$ cat src/design/atsm_pkg.sv
// Purpose: Shared constants and carriers for the second alert source mask
// Assumes: Decoded word commands arrive from the management bus front end
// Notes: Source order in atsm_src_t matches mask bits 15 down to 3

package atsm_pkg;

  // Command code and value after reset of the mask register
  localparam logic [7:0] ATSM_CMD_CODE = 8'hd6;
  localparam logic [15:0] ATSM_RESET_VALUE = 16'h0004;
  localparam logic [15:0] ATSM_ZERO_WORD = 16'h0000;

  // Field positions
  localparam int ATSM_HEALTH_BIT = 15;
  localparam int ATSM_OC_FAULT_BIT = 14;
  localparam int ATSM_INPUT_OVERVOLTAGE_FAULT_FLAG_BIT = 13;
  localparam int ATSM_INPUT_UNDERVOLTAGE_FAULT_FLAG_BIT = 12;
  localparam int ATSM_CML_BIT = 11;
  localparam int ATSM_OC_WARN_BIT = 10;
  localparam int ATSM_WARN2_BIT = 9;
  localparam int ATSM_INPUT_OVERVOLTAGE_WARNING_FLAG_BIT = 8;
  localparam int ATSM_VIN_UV_WARN_BIT = 7;
  localparam int ATSM_AUX_OV_WARN_BIT = 6;
  localparam int ATSM_AUX_UV_WARN_BIT = 5;
  localparam int ATSM_LIMIT_FAULT_BIT = 4;
  localparam int ATSM_POWER_WARN_BIT = 3;
  localparam int ATSM_SRC_MSB = 15;
  localparam int ATSM_SRC_LSB = 3;
  localparam int ATSM_NUM_SRC = 13;
  localparam int ATSM_MODE_MSB = 2;
  localparam int ATSM_MODE_LSB = 1;
  localparam int ATSM_POL_BIT = 0;

  // Pin function select codes
  localparam logic [1:0] ATSM_MODE_ALERT = 2'h0;
  localparam logic [1:0] ATSM_MODE_GPO = 2'h1;
  localparam logic [1:0] ATSM_MODE_RETRY = 2'h2;
  localparam logic [1:0] ATSM_MODE_COMP = 2'h3;

  // Status sources, most significant first, aligned with mask bits 15..3
  typedef struct packed {
    logic transistor_health_failure_flag;
    logic overcurrent_fault_flag;
    logic input_overvoltage_fault_flag;
    logic input_undervoltage_fault_flag;
    logic comm_logic_error_flag;
    logic overcurrent_warning_flag;
    logic secondary_current_warning_flag;
    logic input_overvoltage_warning_flag;
    logic input_undervoltage_warning_flag;
    logic aux_overvoltage_warning_flag;
    logic aux_undervoltage_warning_flag;
    logic current_limit_fault_flag;
    logic input_power_warning_flag;
  } atsm_src_t;

  // Decoded word command from the management bus
  typedef struct packed {
    logic valid;
    logic write;
    logic [7:0] code;
    logic [15:0] wdata;
  } atsm_cmd_t;

  // Answer to a command, one cycle after it is taken
  typedef struct packed {
    logic valid;
    logic hit;
    logic [15:0] rdata;
  } atsm_rsp_t;

endpackage

$ cat src/design/atsm_alert_mask.sv
// Purpose: Second alert pin mask register and pin function logic
// Assumes: Status inputs are the latched and live flags, synchronous to clk_sys
// Notes: Pin is open drain style, oe_n low pulls the line low

`timescale 1ns/1ns
`default_nettype none

module atsm_alert_mask
  import atsm_pkg::*;
(
  input wire logic clk_sys,
  input wire logic rst,
  input wire atsm_cmd_t cmd,
  output var atsm_rsp_t rsp,
  input wire atsm_src_t latched_status,
  input wire atsm_src_t live_status,
  input wire logic retry_fail,
  output logic second_alert_pin_out,
  output logic second_alert_pin_oe_n,
  output logic alert_active,
  output logic [15:0] mask_value
);

  // Register group
  logic [15:0] cfg_q;
  logic [15:0] cfg_d;
  logic health_arm_q;
  logic health_arm_d;
  atsm_rsp_t rsp_q;
  atsm_rsp_t rsp_d;
  logic cmd_hit;
  logic wr_hit;

  // Pin group
  logic pin_oe_n_q;
  logic pin_oe_n_d;
  logic pin_out_q;
  logic active_q;
  logic active_d;
  logic [ATSM_NUM_SRC-1:0] eff_en;
  logic latched_hit;
  logic live_hit;
  logic [1:0] pin_mode;
  logic pin_pol;

  assign cmd_hit = cmd.valid && (cmd.code == ATSM_CMD_CODE);
  assign wr_hit = cmd_hit && cmd.write;

  always_comb begin
    cfg_d = cfg_q;
    health_arm_d = health_arm_q;
    if (wr_hit) begin
      cfg_d = cmd.wdata;
      // Arm holds until the host sets bit 15 itself, so picking alert mode
      // with an empty mask cannot silence a bad transistor
      if (cmd.wdata[ATSM_HEALTH_BIT]) begin
        health_arm_d = 1'b0;
      end
    end
    rsp_d.valid = cmd.valid;
    rsp_d.hit = cmd_hit;
    rsp_d.rdata = ATSM_ZERO_WORD;
    if (cmd_hit && !cmd.write) begin
      rsp_d.rdata = cfg_q;
    end
  end

  always_ff @(posedge clk_sys) begin
    if (rst) begin
      cfg_q <= ATSM_RESET_VALUE;
      health_arm_q <= 1'b1;
      rsp_q <= '0;
    end else begin
      cfg_q <= cfg_d;
      health_arm_q <= health_arm_d;
      rsp_q <= rsp_d;
    end
  end

  // Stored bit 15 reads as zero after reset, yet the source is live until software
  // sets that bit itself, so alert and comparator modes never miss a bad transistor at start-up. To mute
  // it the host must set bit 15 once and then clear it.
  always_comb begin
    eff_en = cfg_q[ATSM_SRC_MSB:ATSM_SRC_LSB];
    eff_en[ATSM_NUM_SRC-1] = cfg_q[ATSM_HEALTH_BIT] | health_arm_q;
  end

  assign latched_hit = |(latched_status & eff_en);
  assign live_hit = |(live_status & eff_en);
  assign pin_mode = cfg_q[ATSM_MODE_MSB:ATSM_MODE_LSB];
  assign pin_pol = cfg_q[ATSM_POL_BIT];

  always_comb begin
    active_d = 1'b0;
    case (pin_mode)
      ATSM_MODE_ALERT: begin
        // Holds as long as the latched flag does; the host clears it elsewhere
        active_d = latched_hit;
      end
      ATSM_MODE_GPO: begin
        active_d = !pin_pol;
      end
      ATSM_MODE_RETRY: begin
        active_d = retry_fail;
      end
      ATSM_MODE_COMP: begin
        // Unlatched view, so a short glitch is seen only while it lasts
        active_d = live_hit;
      end
      default: begin
        active_d = 1'b0;
      end
    endcase
    pin_oe_n_d = !active_d;
  end

  always_ff @(posedge clk_sys) begin
    if (rst) begin
      pin_oe_n_q <= 1'b1;
      pin_out_q <= 1'b0;
      active_q <= 1'b0;
    end else begin
      pin_oe_n_q <= pin_oe_n_d;
      pin_out_q <= 1'b0;
      active_q <= active_d;
    end
  end

  assign rsp = rsp_q;
  assign second_alert_pin_out = pin_out_q;
  assign second_alert_pin_oe_n = pin_oe_n_q;
  assign alert_active = active_q;
  assign mask_value = cfg_q;

  logic alert_mode;
  assign alert_mode = (pin_mode == ATSM_MODE_ALERT);
endmodule

`default_nettype wire

$ cat config.mk
export PLATFORM = sky130hd
export DESIGN_NAME = atsm_alert_mask
export DESIGN_NICKNAME = d
export VERILOG_FILES = /design/src/design/atsm_pkg.sv /design/src/design/atsm_alert_mask.sv
export SDC_FILE = /design/constraint.sdc
export NUM_CORES = 1
export LEC_CHECK = 0
export BUFFER_PORTS_ARGS = -buffer_cell sky130_fd_sc_hd__buf_4
export CAP_MARGIN = 20
export CORE_UTILIZATION = 44
export DETAILED_ROUTE_END_ITERATION = 10
export PLACE_DENSITY = 0.84
export SYNTH_ARGS = -nofsm -noshare
export SYNTH_HDL_FRONTEND = slang
export SYNTH_SLANG_ARGS = --single-unit
$ cat constraint.sdc
create_clock -name clk_sys -period 3.3 [get_ports clk_sys]
set_clock_uncertainty 0.1 [all_clocks]
set_input_delay 0.66 -clock clk_sys [delete_from_list [all_inputs] [get_ports clk_sys]]
set_output_delay 0.66 -clock clk_sys [all_outputs]
set_load 0.01 [all_outputs]
==> impl_metrics.tcl, run 1 <==
set metrics [dict create \
    cts.clk_slew.worst_paths_ps 110 \
    vias 1306 \
    rrSetupSlack_ps 1810 \
    drive_above_1_share_pct 43.95 \
    synthTopCellsByArea "dfxtp_1, mux2i_1, and2_1" \
    drt-pass1-iter-count 8 \
    num-nets-final 278 \
    synthToLayoutAreaGrowth_pct 54.73 \
    critPathArrivalTime_ps 2410 \
    synth_cell_types 27 \
    maxCapViolations 0 \
    ys.flop_type "dfxtp_1" \
    synth_most_common_cell "dfxtp_1" \
    multi_input_area_sq_um 569.3 \
    drv_slew 0 \
    fin_tns_setup_ps 0 \
    maxSlewHeadroom_pct 38.94 \
    seq_area_sq_um 740.7 \
    clock-sinks 37 \
    pwr-share-clk_pct 36.8 \
    drc 8 \
    failed_checks "design-rule violations" \
    p_switching_uw 167.2 \
    grt_usage_pct 22.98 \
    cts_setup_buffers 0 \
    grt_max_degree 25 \
    post_cts_resized 0 \
    row_count 19 \
    async_flop_share_pct 0 \
    clk_latency_ps 350 \
    dp.final_hpwl_mm 2.738 \
    pwr-share-comb_pct 8.2 \
    setup_viol 0 \
    status "complete, but fails checks" \
    die_w_um 57.65 \
    antenna-diode-count 0 \
    ys_ff_latch 37 \
    cp-end-kind "flop" \
    antenna_found_initial 0 \
    ioPinCount 92 \
    numPlacedInstances 247 \
    wirelength_mm 3.623 \
    die_h_um 57.65 \
    postSynthCellCount 132 \
    rsz0062_at_grt "false" \
    p_seq_share_pct 55.0 \
    cts_max_level 2 \
    fin_cells 254 \
    hold_violations 0 \
    crit_fanout 18 \
    numCtsBuffers 5 \
    synth_warnings 0 \
    synth_seq_area_share_pct 54.36 \
    path_class "input port to flop" \
    synth_common_cells "dfxtp_1, nor2_1, and2_1, mux2i_1, a22oi_1" \
    num-fill-cells 205 \
    power.share.switching_pct 20.47 \
    synth-edff-count 0 \
    synth_fp_nets 187 \
    synth_top_cell_area_share_pct 54.36 \
    fmax_mhz 440.2 \
    period_share_pct 68.84 \
    routed_via_density 5.142 \
    cp_data_required_time_ps 3440 \
    start_util_pct 47.76 \
    wl_per_cell_um 14.26 \
    p_per_area_mw_per_mm2 387.5 \
    p_leak_nw 1.108 \
    root_buffer "clkbuf_4" \
    whs_ps 423.0 \
    grt_pass1_vias 1247 \
    power.internal_uw 649.7 \
    core_area_sq_mm 0.002853 \
    worst_pin_slew_ps 916.0 \
    clockBufferDepth 2 \
    synth_top_cell_by_area "dfxtp_1" \
    synth_area_sq_mm 0.001363 \
    cts_tree "yes" \
    start_kind "input port" \
    total_power_uw 816.9 \
    grt_remaining_overflow 0 \
    fin_crit_ps 2272 \
    syn_area_per_cell_sq_um 10.32 \
    gp_congestion 0.8555 \
    cts_hold_buf 0 \
    hold_class "flop to flop" \
    postRouteAntennaNets 0 \
    peakVddDrop_uv 285.3 \
    drt-initial-drc-count 43 \
    grt_pass1_wl_mm 5.589 \
    numPortBuffers 90 \
    die_area_sq_mm 0.003324 \
]
==> registers in the layout, summed over array words and instances, names as in the netlist <==
| name | cells |
|---|---|
| second_alert_pin_oe_n | 1 |
| rsp | 18 |
| mask_value | 16 |
| health_arm_q | 1 |
| alert_active | 1 |
==> worst max-delay path, cell delays in order <==
cell and delay, ps:
buf_4 100, or3b_1 370, or4_1 840, o21ai_0 350, nand2b_1 70
==> final cells by class <==
class	instances	share of cell area, %
well taps	31	1.840
multi-input cells	86	27.00
clock buffers	5	1.780
flip-flops and latches	37	35.13
repair buffers	90	32.05
clock inverters	2	1.662
inverters	3	0.5341
==> power groups by stage <==
stage | Sequential (mW) | Combinational [mW] | Clock, mW
after floorplan | 0.460 | 0.0112 | 0
after global placement | 0.459 | 0.0657 | 0
after detailed placement | 0.459 | 0.0668 | 0
after CTS | 0.449 | 0.0671 | 0.306
after global routing | 0.450 | 0.0713 | 0.324
final | 0.449 | 0.0668 | 0.301
==> layer usage <==
| layer | GRT usage (%) | wire length (um) |
|---|---|---|
| met5 | 0 | 0 |
| met4 | 14.63 | 90 |
| met3 | 6.473 | 276 |
| met2 | 38.54 | 1822 |
| met1 | 25.75 | 1433 |
==> placed cells by master (no fill, tap or decap) <==
cell,netlist,final
buf_4,1,90
dfxtp_1,37,37
nor2_1,18,18
and2_1,16,16
mux2i_1,15,15
a22oi_1,8,8
clkbuf_4,0,5
nand2b_1,3,3
inv_1,3,3
o21ai_0,3,3
nand3_1,3,3
nand4_1,2,2
a21oi_1,2,2
a222oi_1,2,2
nand2_1,2,2
nor3_1,2,2
or3b_1,1,1
or3_1,1,1
nor3_4,1,1
or4_1,1,1
nor2b_1,1,1
a21o_1,1,1
nand3b_1,1,1
o32a_1,1,1
o32ai_1,1,1
conb_1,1,1
bufinv_16,0,1
clkinv_2,0,1
==> worst paths after layout <==
kind / startpoint / to / depth (start not counted)
setup / recovery: cmd[16] / health_arm_q$_SDFFE_PP1P_ / 5
hold / removal: mask_value[0]$_SDFFE_PP0P_ / rsp[0]$_SDFF_PP0_ / 1
setup reg to reg: mask_value[5]$_SDFFE_PP0P_ / alert_active$_SDFF_PP0_ / 4
hold reg to reg: mask_value[0]$_SDFFE_PP0P_ / rsp[0]$_SDFF_PP0_ / 1
==> cells by family after synthesis <==
logic type	share of synthesized area (%)
buffers and inverters	3.857
AOI/OAI and AO/OA	9.642
DFF	54.36
muxes	11.02
and+or+nand+nor	20.85
other	0.2752
==> through the flow <==
| stage | instance area [sq um] | utilization (%) | worst slack (ps) |
|---|---|---|---|
| 2_1_floorplan | 1363 | - | 1161 |
| 3_3_place_gp | 2036 | 71.36 | 772.3 |
| 3_5_place_dp | 2036 | 71.36 | 716.9 |
| 4_1_cts | 2108 | 73.90 | 1058 |
| 5_1_grt | 2108 | 73.90 | 976.8 |
| 6_report | 2108 | 73.90 | 1028 |
Power figures use the tool's default switching activity.
==> run 2: changes to the inputs <==
--- a/config.mk
+++ b/config.mk
@@ -7,9 +7,9 @@
 export LEC_CHECK = 0
 export BUFFER_PORTS_ARGS = -buffer_cell sky130_fd_sc_hd__buf_4
 export CAP_MARGIN = 20
-export CORE_UTILIZATION = 44
+export CORE_UTILIZATION = 40
 export DETAILED_ROUTE_END_ITERATION = 10
-export PLACE_DENSITY = 0.84
+export PLACE_DENSITY = 0.77
 export SYNTH_ARGS = -nofsm -noshare
 export SYNTH_HDL_FRONTEND = slang
 export SYNTH_SLANG_ARGS = --single-unit
==> constraint.sdc (replaced) <==
create_clock -name clk_sys -period 2.15 [get_ports clk_sys]
set_clock_uncertainty 0.1 [all_clocks]
set_input_delay 0.43 -clock clk_sys [delete_from_list [all_inputs] [get_ports clk_sys]]
set_output_delay 0.43 -clock clk_sys [all_outputs]
set_load 0.01 [all_outputs]
==> run 2 against run 1 <==
Clock-buffer cell count increased by 1. Cell area increased by 0.83%. Cell count increased by 6.7%. The flow now finishes without violations. Highest routed layer unchanged. Critical endpoint is now mask_value[1]$_SDFFE_PP0P_. Power increased by 39%.
==> impl_metrics.tcl, run 2 (synthesis results as in run 1) <==
set metrics [dict create \
    power.share.switching_pct 21.85 \
    start_kind "input port" \
    layout.cells.most_common_list "buf_4, dfxtp_1, nor2_1" \
    status "finished, final reports clean" \
    peakVddDrop_uv 297.9 \
    fin_tns_setup_ps 0 \
    worst_slack_ps 485.6 \
    power.internal_uw 885.1 \
    whs_ps 227.1 \
    period_share_pct 77.41 \
    cts_setup_buffers 0 \
    globalRouteMet1Util_pct 24.23 \
    fmax_mhz 600.8 \
    crit_fanout 18 \
    clock-sinks 37 \
    hold_class "input port to flop" \
    numPlacedInstances 263 \
    drt-initial-drc-count 47 \
    num-fill-cells 287 \
    grt_remaining_overflow 0 \
    grt_max_degree 25 \
    final_area_sq_mm 0.002126 \
    root_buffer "clkbuf_4" \
    grt_pass1_vias 1235 \
    critPathArrivalTime_ps 1780 \
    dp.final_hpwl_mm 2.962 \
    numCtsBuffers 5 \
    die_h_um 60.37 \
    holdPathEnd "rsp[17]$_SDFF_PP0_" \
    drc 0 \
    row_count 20 \
    cp_data_required_time_ps 2270 \
    worstHoldStart "cmd[25]" \
    largest_register_ffs 18 \
    grt_pass1_wl_mm 5.540 \
    worst_r2r_endpoint "alert_active$_SDFF_PP0_" \
    cts_hold_buf 0 \
    ioPinCount 92 \
    rrSetupSlack_ps 650 \
    seq_area_sq_um 740.7 \
    numPortBuffers 90 \
    drv_slew 0 \
    antenna-diode-count 0 \
    routed_via_density 4.911 \
    reg2reg_from "mask_value[6]$_SDFFE_PP0P_" \
    final_common_cell "buf_4" \
    synthToLayoutAreaGrowth_pct 56.01 \
    p_seq_share_pct 60.9 \
    core_area_sq_mm 0.003153 \
    path_class "input port to flop" \
    rsz0062_at_grt "false" \
    met3_usage_pct 8.102 \
    num-nets-final 281 \
    cts_max_level 2 \
    die_w_um 60.37 \
    wirelength_mm 3.752 \
    vias 1331 \
    p_per_area_mw_per_mm2 532.7 \
    reg2reg_depth 4 \
    fin_crit_ps 1664 \
    grt_usage_pct 21.54 \
    pwr-share-comb_pct 9.2 \
    clk_latency_ps 330 \
    maxCapViolations 0 \
    gp_congestion 0.8224 \
    antenna_found_initial 0 \
    setup_viol 0 \
    postRouteAntennaNets 0 \
    total_power_mw 1.132 \
    cp-end-kind "flop" \
    cts.clk_slew.worst_paths_ps 100 \
    start_util_pct 43.21 \
    fin_cells 271 \
    multi_input_area_sq_um 569.3 \
    final_util_pct 67.42 \
    post_cts_resized 0 \
    drive_above_1_share_pct 44.49 \
    die_area_sq_mm 0.003644 \
    cts_tree "yes" \
    use_met2_pct 37.05 \
    p_leak_nw 1.114 \
    wl_per_cell_um 13.85 \
    p_switching_uw 247.4 \
    clockBufferDepth 2 \
    pre_cts_ws_ps 146.4 \
    hold_path_depth 2 \
    pwr-share-clk_pct 29.9 \
    hold_violations 0 \
    postPlaceCellArea_sq_mm 0.002074 \
    busiest_layer "met2" \
    drt-pass1-iter-count 6 \
]
run 2: changes by cell type in the layout (fill, tap and decap cells not counted):
cell,before,now
bufinv_16,1,0
buf_4,90,93
clkbuf_1,0,1
clkinv_2,1,2
run 2: layer usage:
layer,routed length [um],part of all wire (%)
met1,1484,40
met2,1883,50
met3,317,8.4
met4,67,1.8
met5,0,0
run 2: worst max path at each step:
| stage | from | end | slack (ps) | depth (start not counted) |
|---|---|---|---|---|
| CTS | cmd[16] | mask_value[1]$_SDFFE_PP0P_ | 510 | 6 |
| detailed placement | cmd[16] | mask_value[3]$_SDFFE_PP0P_ | 150 | 6 |
| floorplan | cmd[16] | mask_value[10]$_SDFFE_PP0P_ | 240 | 6 |
| global route | cmd[16] | health_arm_q$_SDFFE_PP1P_ | 400 | 6 |
| global placement | cmd[16] | mask_value[10]$_SDFFE_PP0P_ | 170 | 6 |
| finish | cmd[16] | mask_value[1]$_SDFFE_PP0P_ | 490 | 6 |
run 2: layout make-up:
class	count	area share, %
Tap cell	44	2.590
Clock inverter	2	0.4709
Sequential cell	37	34.84
Clock buffer	6	1.942
Multi-Input combinational cell	86	26.78
Timing Repair Buffer	93	32.84
Inverter	3	0.5297
run 2: power by group through the flow:
stage	sequential, mW	combinational (mW)	clock, mW
after floorplan	0.707	0.0173	0
after global placement	0.705	0.102	0
after detailed placement	0.706	0.104	0
after CTS	0.690	0.104	0.350
after global routing	0.690	0.111	0.384
final	0.690	0.104	0.339
run 2: critical path: stages:
cell	delay (ps)
buf_4	110
or3b_1	360
or4_1	390
buf_4	240
mux2i_1	190
nor2_1	60
==> run 3: changes to the inputs <==
==> constraint.sdc (replaced) <==
create_clock -name clk_sys -period 1.6 [get_ports clk_sys]
set_clock_uncertainty 0.1 [all_clocks]
set_input_delay 0.32 -clock clk_sys [delete_from_list [all_inputs] [get_ports clk_sys]]
set_output_delay 0.32 -clock clk_sys [all_outputs]
set_load 0.01 [all_outputs]
==> run 3 against run 2 <==
Sequential power grew 34%. First-iteration DRC count grew 36%. Non-clock buffer count grew 3. Wire length shrank 2.2%. Critical path type unchanged. Largest power group unchanged.
==> impl_metrics.tcl, run 3 (synthesis results as in run 1) <==
set metrics [dict create \
    wl_met2_mm 1.747 \
    num-fill-cells 281 \
    dr.max_layer_used "met4" \
    root_buffer "clkbuf_4" \
    wl_per_cell_um 13.39 \
    pre_cts_ws_ps -300.3 \
    path_class "input port to flop" \
    setup_viol 0 \
    fin_cells 274 \
    clk_latency_ps 330 \
    drv_slew 0 \
    die_area_sq_mm 0.003644 \
    grt_remaining_overflow 0 \
    p_leak_nw 1.143 \
    row_count 20 \
    start_util_pct 43.21 \
    numPortBuffers 90 \
    cts.clk_slew.worst_paths_ps 100 \
    status "finished, final reports clean" \
    fin_tns_setup_ps 0 \
    grt_usage_pct 20.66 \
    fin_crit_ps 1550 \
    cp-end-kind "flop" \
    layout.cells.most_common_list "buf_4, dfxtp_1, nor2_1" \
    period_share_pct 96.88 \
    cts_tree "yes" \
    final_common_cell "buf_4" \
    cts_setup_buffers 0 \
    num-nets-final 284 \
    postRouteAntennaNets 0 \
    dr_wl_met3_um 304 \
    hold_violations 0 \
    reg2reg_from "mask_value[6]$_SDFFE_PP0P_" \
    drc 0 \
    numPlacedInstances 266 \
    path_buf_inv 2 \
    crit_start "cmd[16]" \
    worst_slack_ps 49.88 \
    dp.final_hpwl_mm 2.918 \
    antenna_found_initial 0 \
    largest_register_ffs 18 \
    grt_pass1_vias 1178 \
    drt-pass1-iter-count 4 \
    core_area_sq_mm 0.003153 \
    crit_fanout 9 \
    die_h_um 60.37 \
    wirelength_mm 3.669 \
    vias 1310 \
    die_w_um 60.37 \
    maxCapViolations 0 \
    cts_max_level 2 \
    numCtsBuffers 5 \
    cts_hold_buf 0 \
    peakVddDrop_uv 502.2 \
    wl_met1_mm 1.528 \
    synthToLayoutAreaGrowth_pct 60.15 \
    cp_data_required_time_ps 1720 \
    start_kind "input port" \
    crit_path_frequent_cell "buf_4" \
    post_cts_resized 0 \
    routed_via_density 4.781 \
    drt-initial-drc-count 64 \
    hold_class "input port to flop" \
    grt_pass1_wl_mm 5.333 \
    fmax_mhz 645.1 \
    rsz0062_at_grt "false" \
    clockBufferDepth 2 \
    gp_congestion 0.7768 \
    worstHoldStart "cmd[25]" \
    critPathTopFamily "simple AND/OR/NAND/NOR gates" \
    drive_above_1_share_pct 45.22 \
    total_power_mw 1.731 \
    cpPeakStageDelay_ps 430 \
    clock-sinks 37 \
    antenna-diode-count 0 \
    crit_path_top_delay_cell "or4_1" \
    grt_max_degree 25 \
    critPathArrivalTime_ps 1670 \
    p_per_area_mw_per_mm2 793.2 \
    ioPinCount 92 \
    cp_cell_sequence "buf_4 -> or3b_1 -> or4_1 -> buf_4 -> mux2i_1 -> nor2_1" \
]
==> run 3: power breakdown <==
group,internal (mW),switching [mW],total (mW),leakage [nW]
Sequential,0.925,0.00135,0.926,0.299
Clock,0.373,0.292,0.665,0.0455
Combinational,0.0970,0.0422,0.139,0.799
==> run 3: worst paths after layout <==
kind                            slack, ps  depth (start not counted)                                to
worst max-delay path                   50                          6        mask_value[5]$_SDFFE_PP0P_
worst min-delay path                  110                          2                rsp[17]$_SDFF_PP0_
worst max register to register        110                          4  second_alert_pin_oe_n$_SDFF_PP1_
worst min register to register        410                          2         health_arm_q$_SDFFE_PP1P_
==> run 3: layout make-up <==
cell class                      count  area [sq um]  share of cell area [%]
Clock buffer                        7         55.05                   2.523
Inverter                            3         11.26                  0.5161
Sequential cell                    37         740.7                   33.94
Timing Repair Buffer               96         720.7                   33.03
Clock inverter                      1         30.03                   1.376
Multi-Input combinational cell     86         569.3                   26.09
Tap cell                           44         55.05                   2.523
==> run 3: per-stage QoR <==
stage               area, sq um  util (%)  hold slack (ps)
floorplan                  1368         -            291.6
global placement           2097     66.51            366.3
detailed placement         2097     66.51            388.0
CTS                        2182     69.21            101.0
global route               2182     69.21            109.2
finish                     2182     69.21            109.2
==> run 3: per-layer routing <==
metal,global-route usage (%),vias up
met3,4.478,10
met2,34.22,63
met1,24.67,588
li1,-,649
met5,0,-
met4,11.96,0
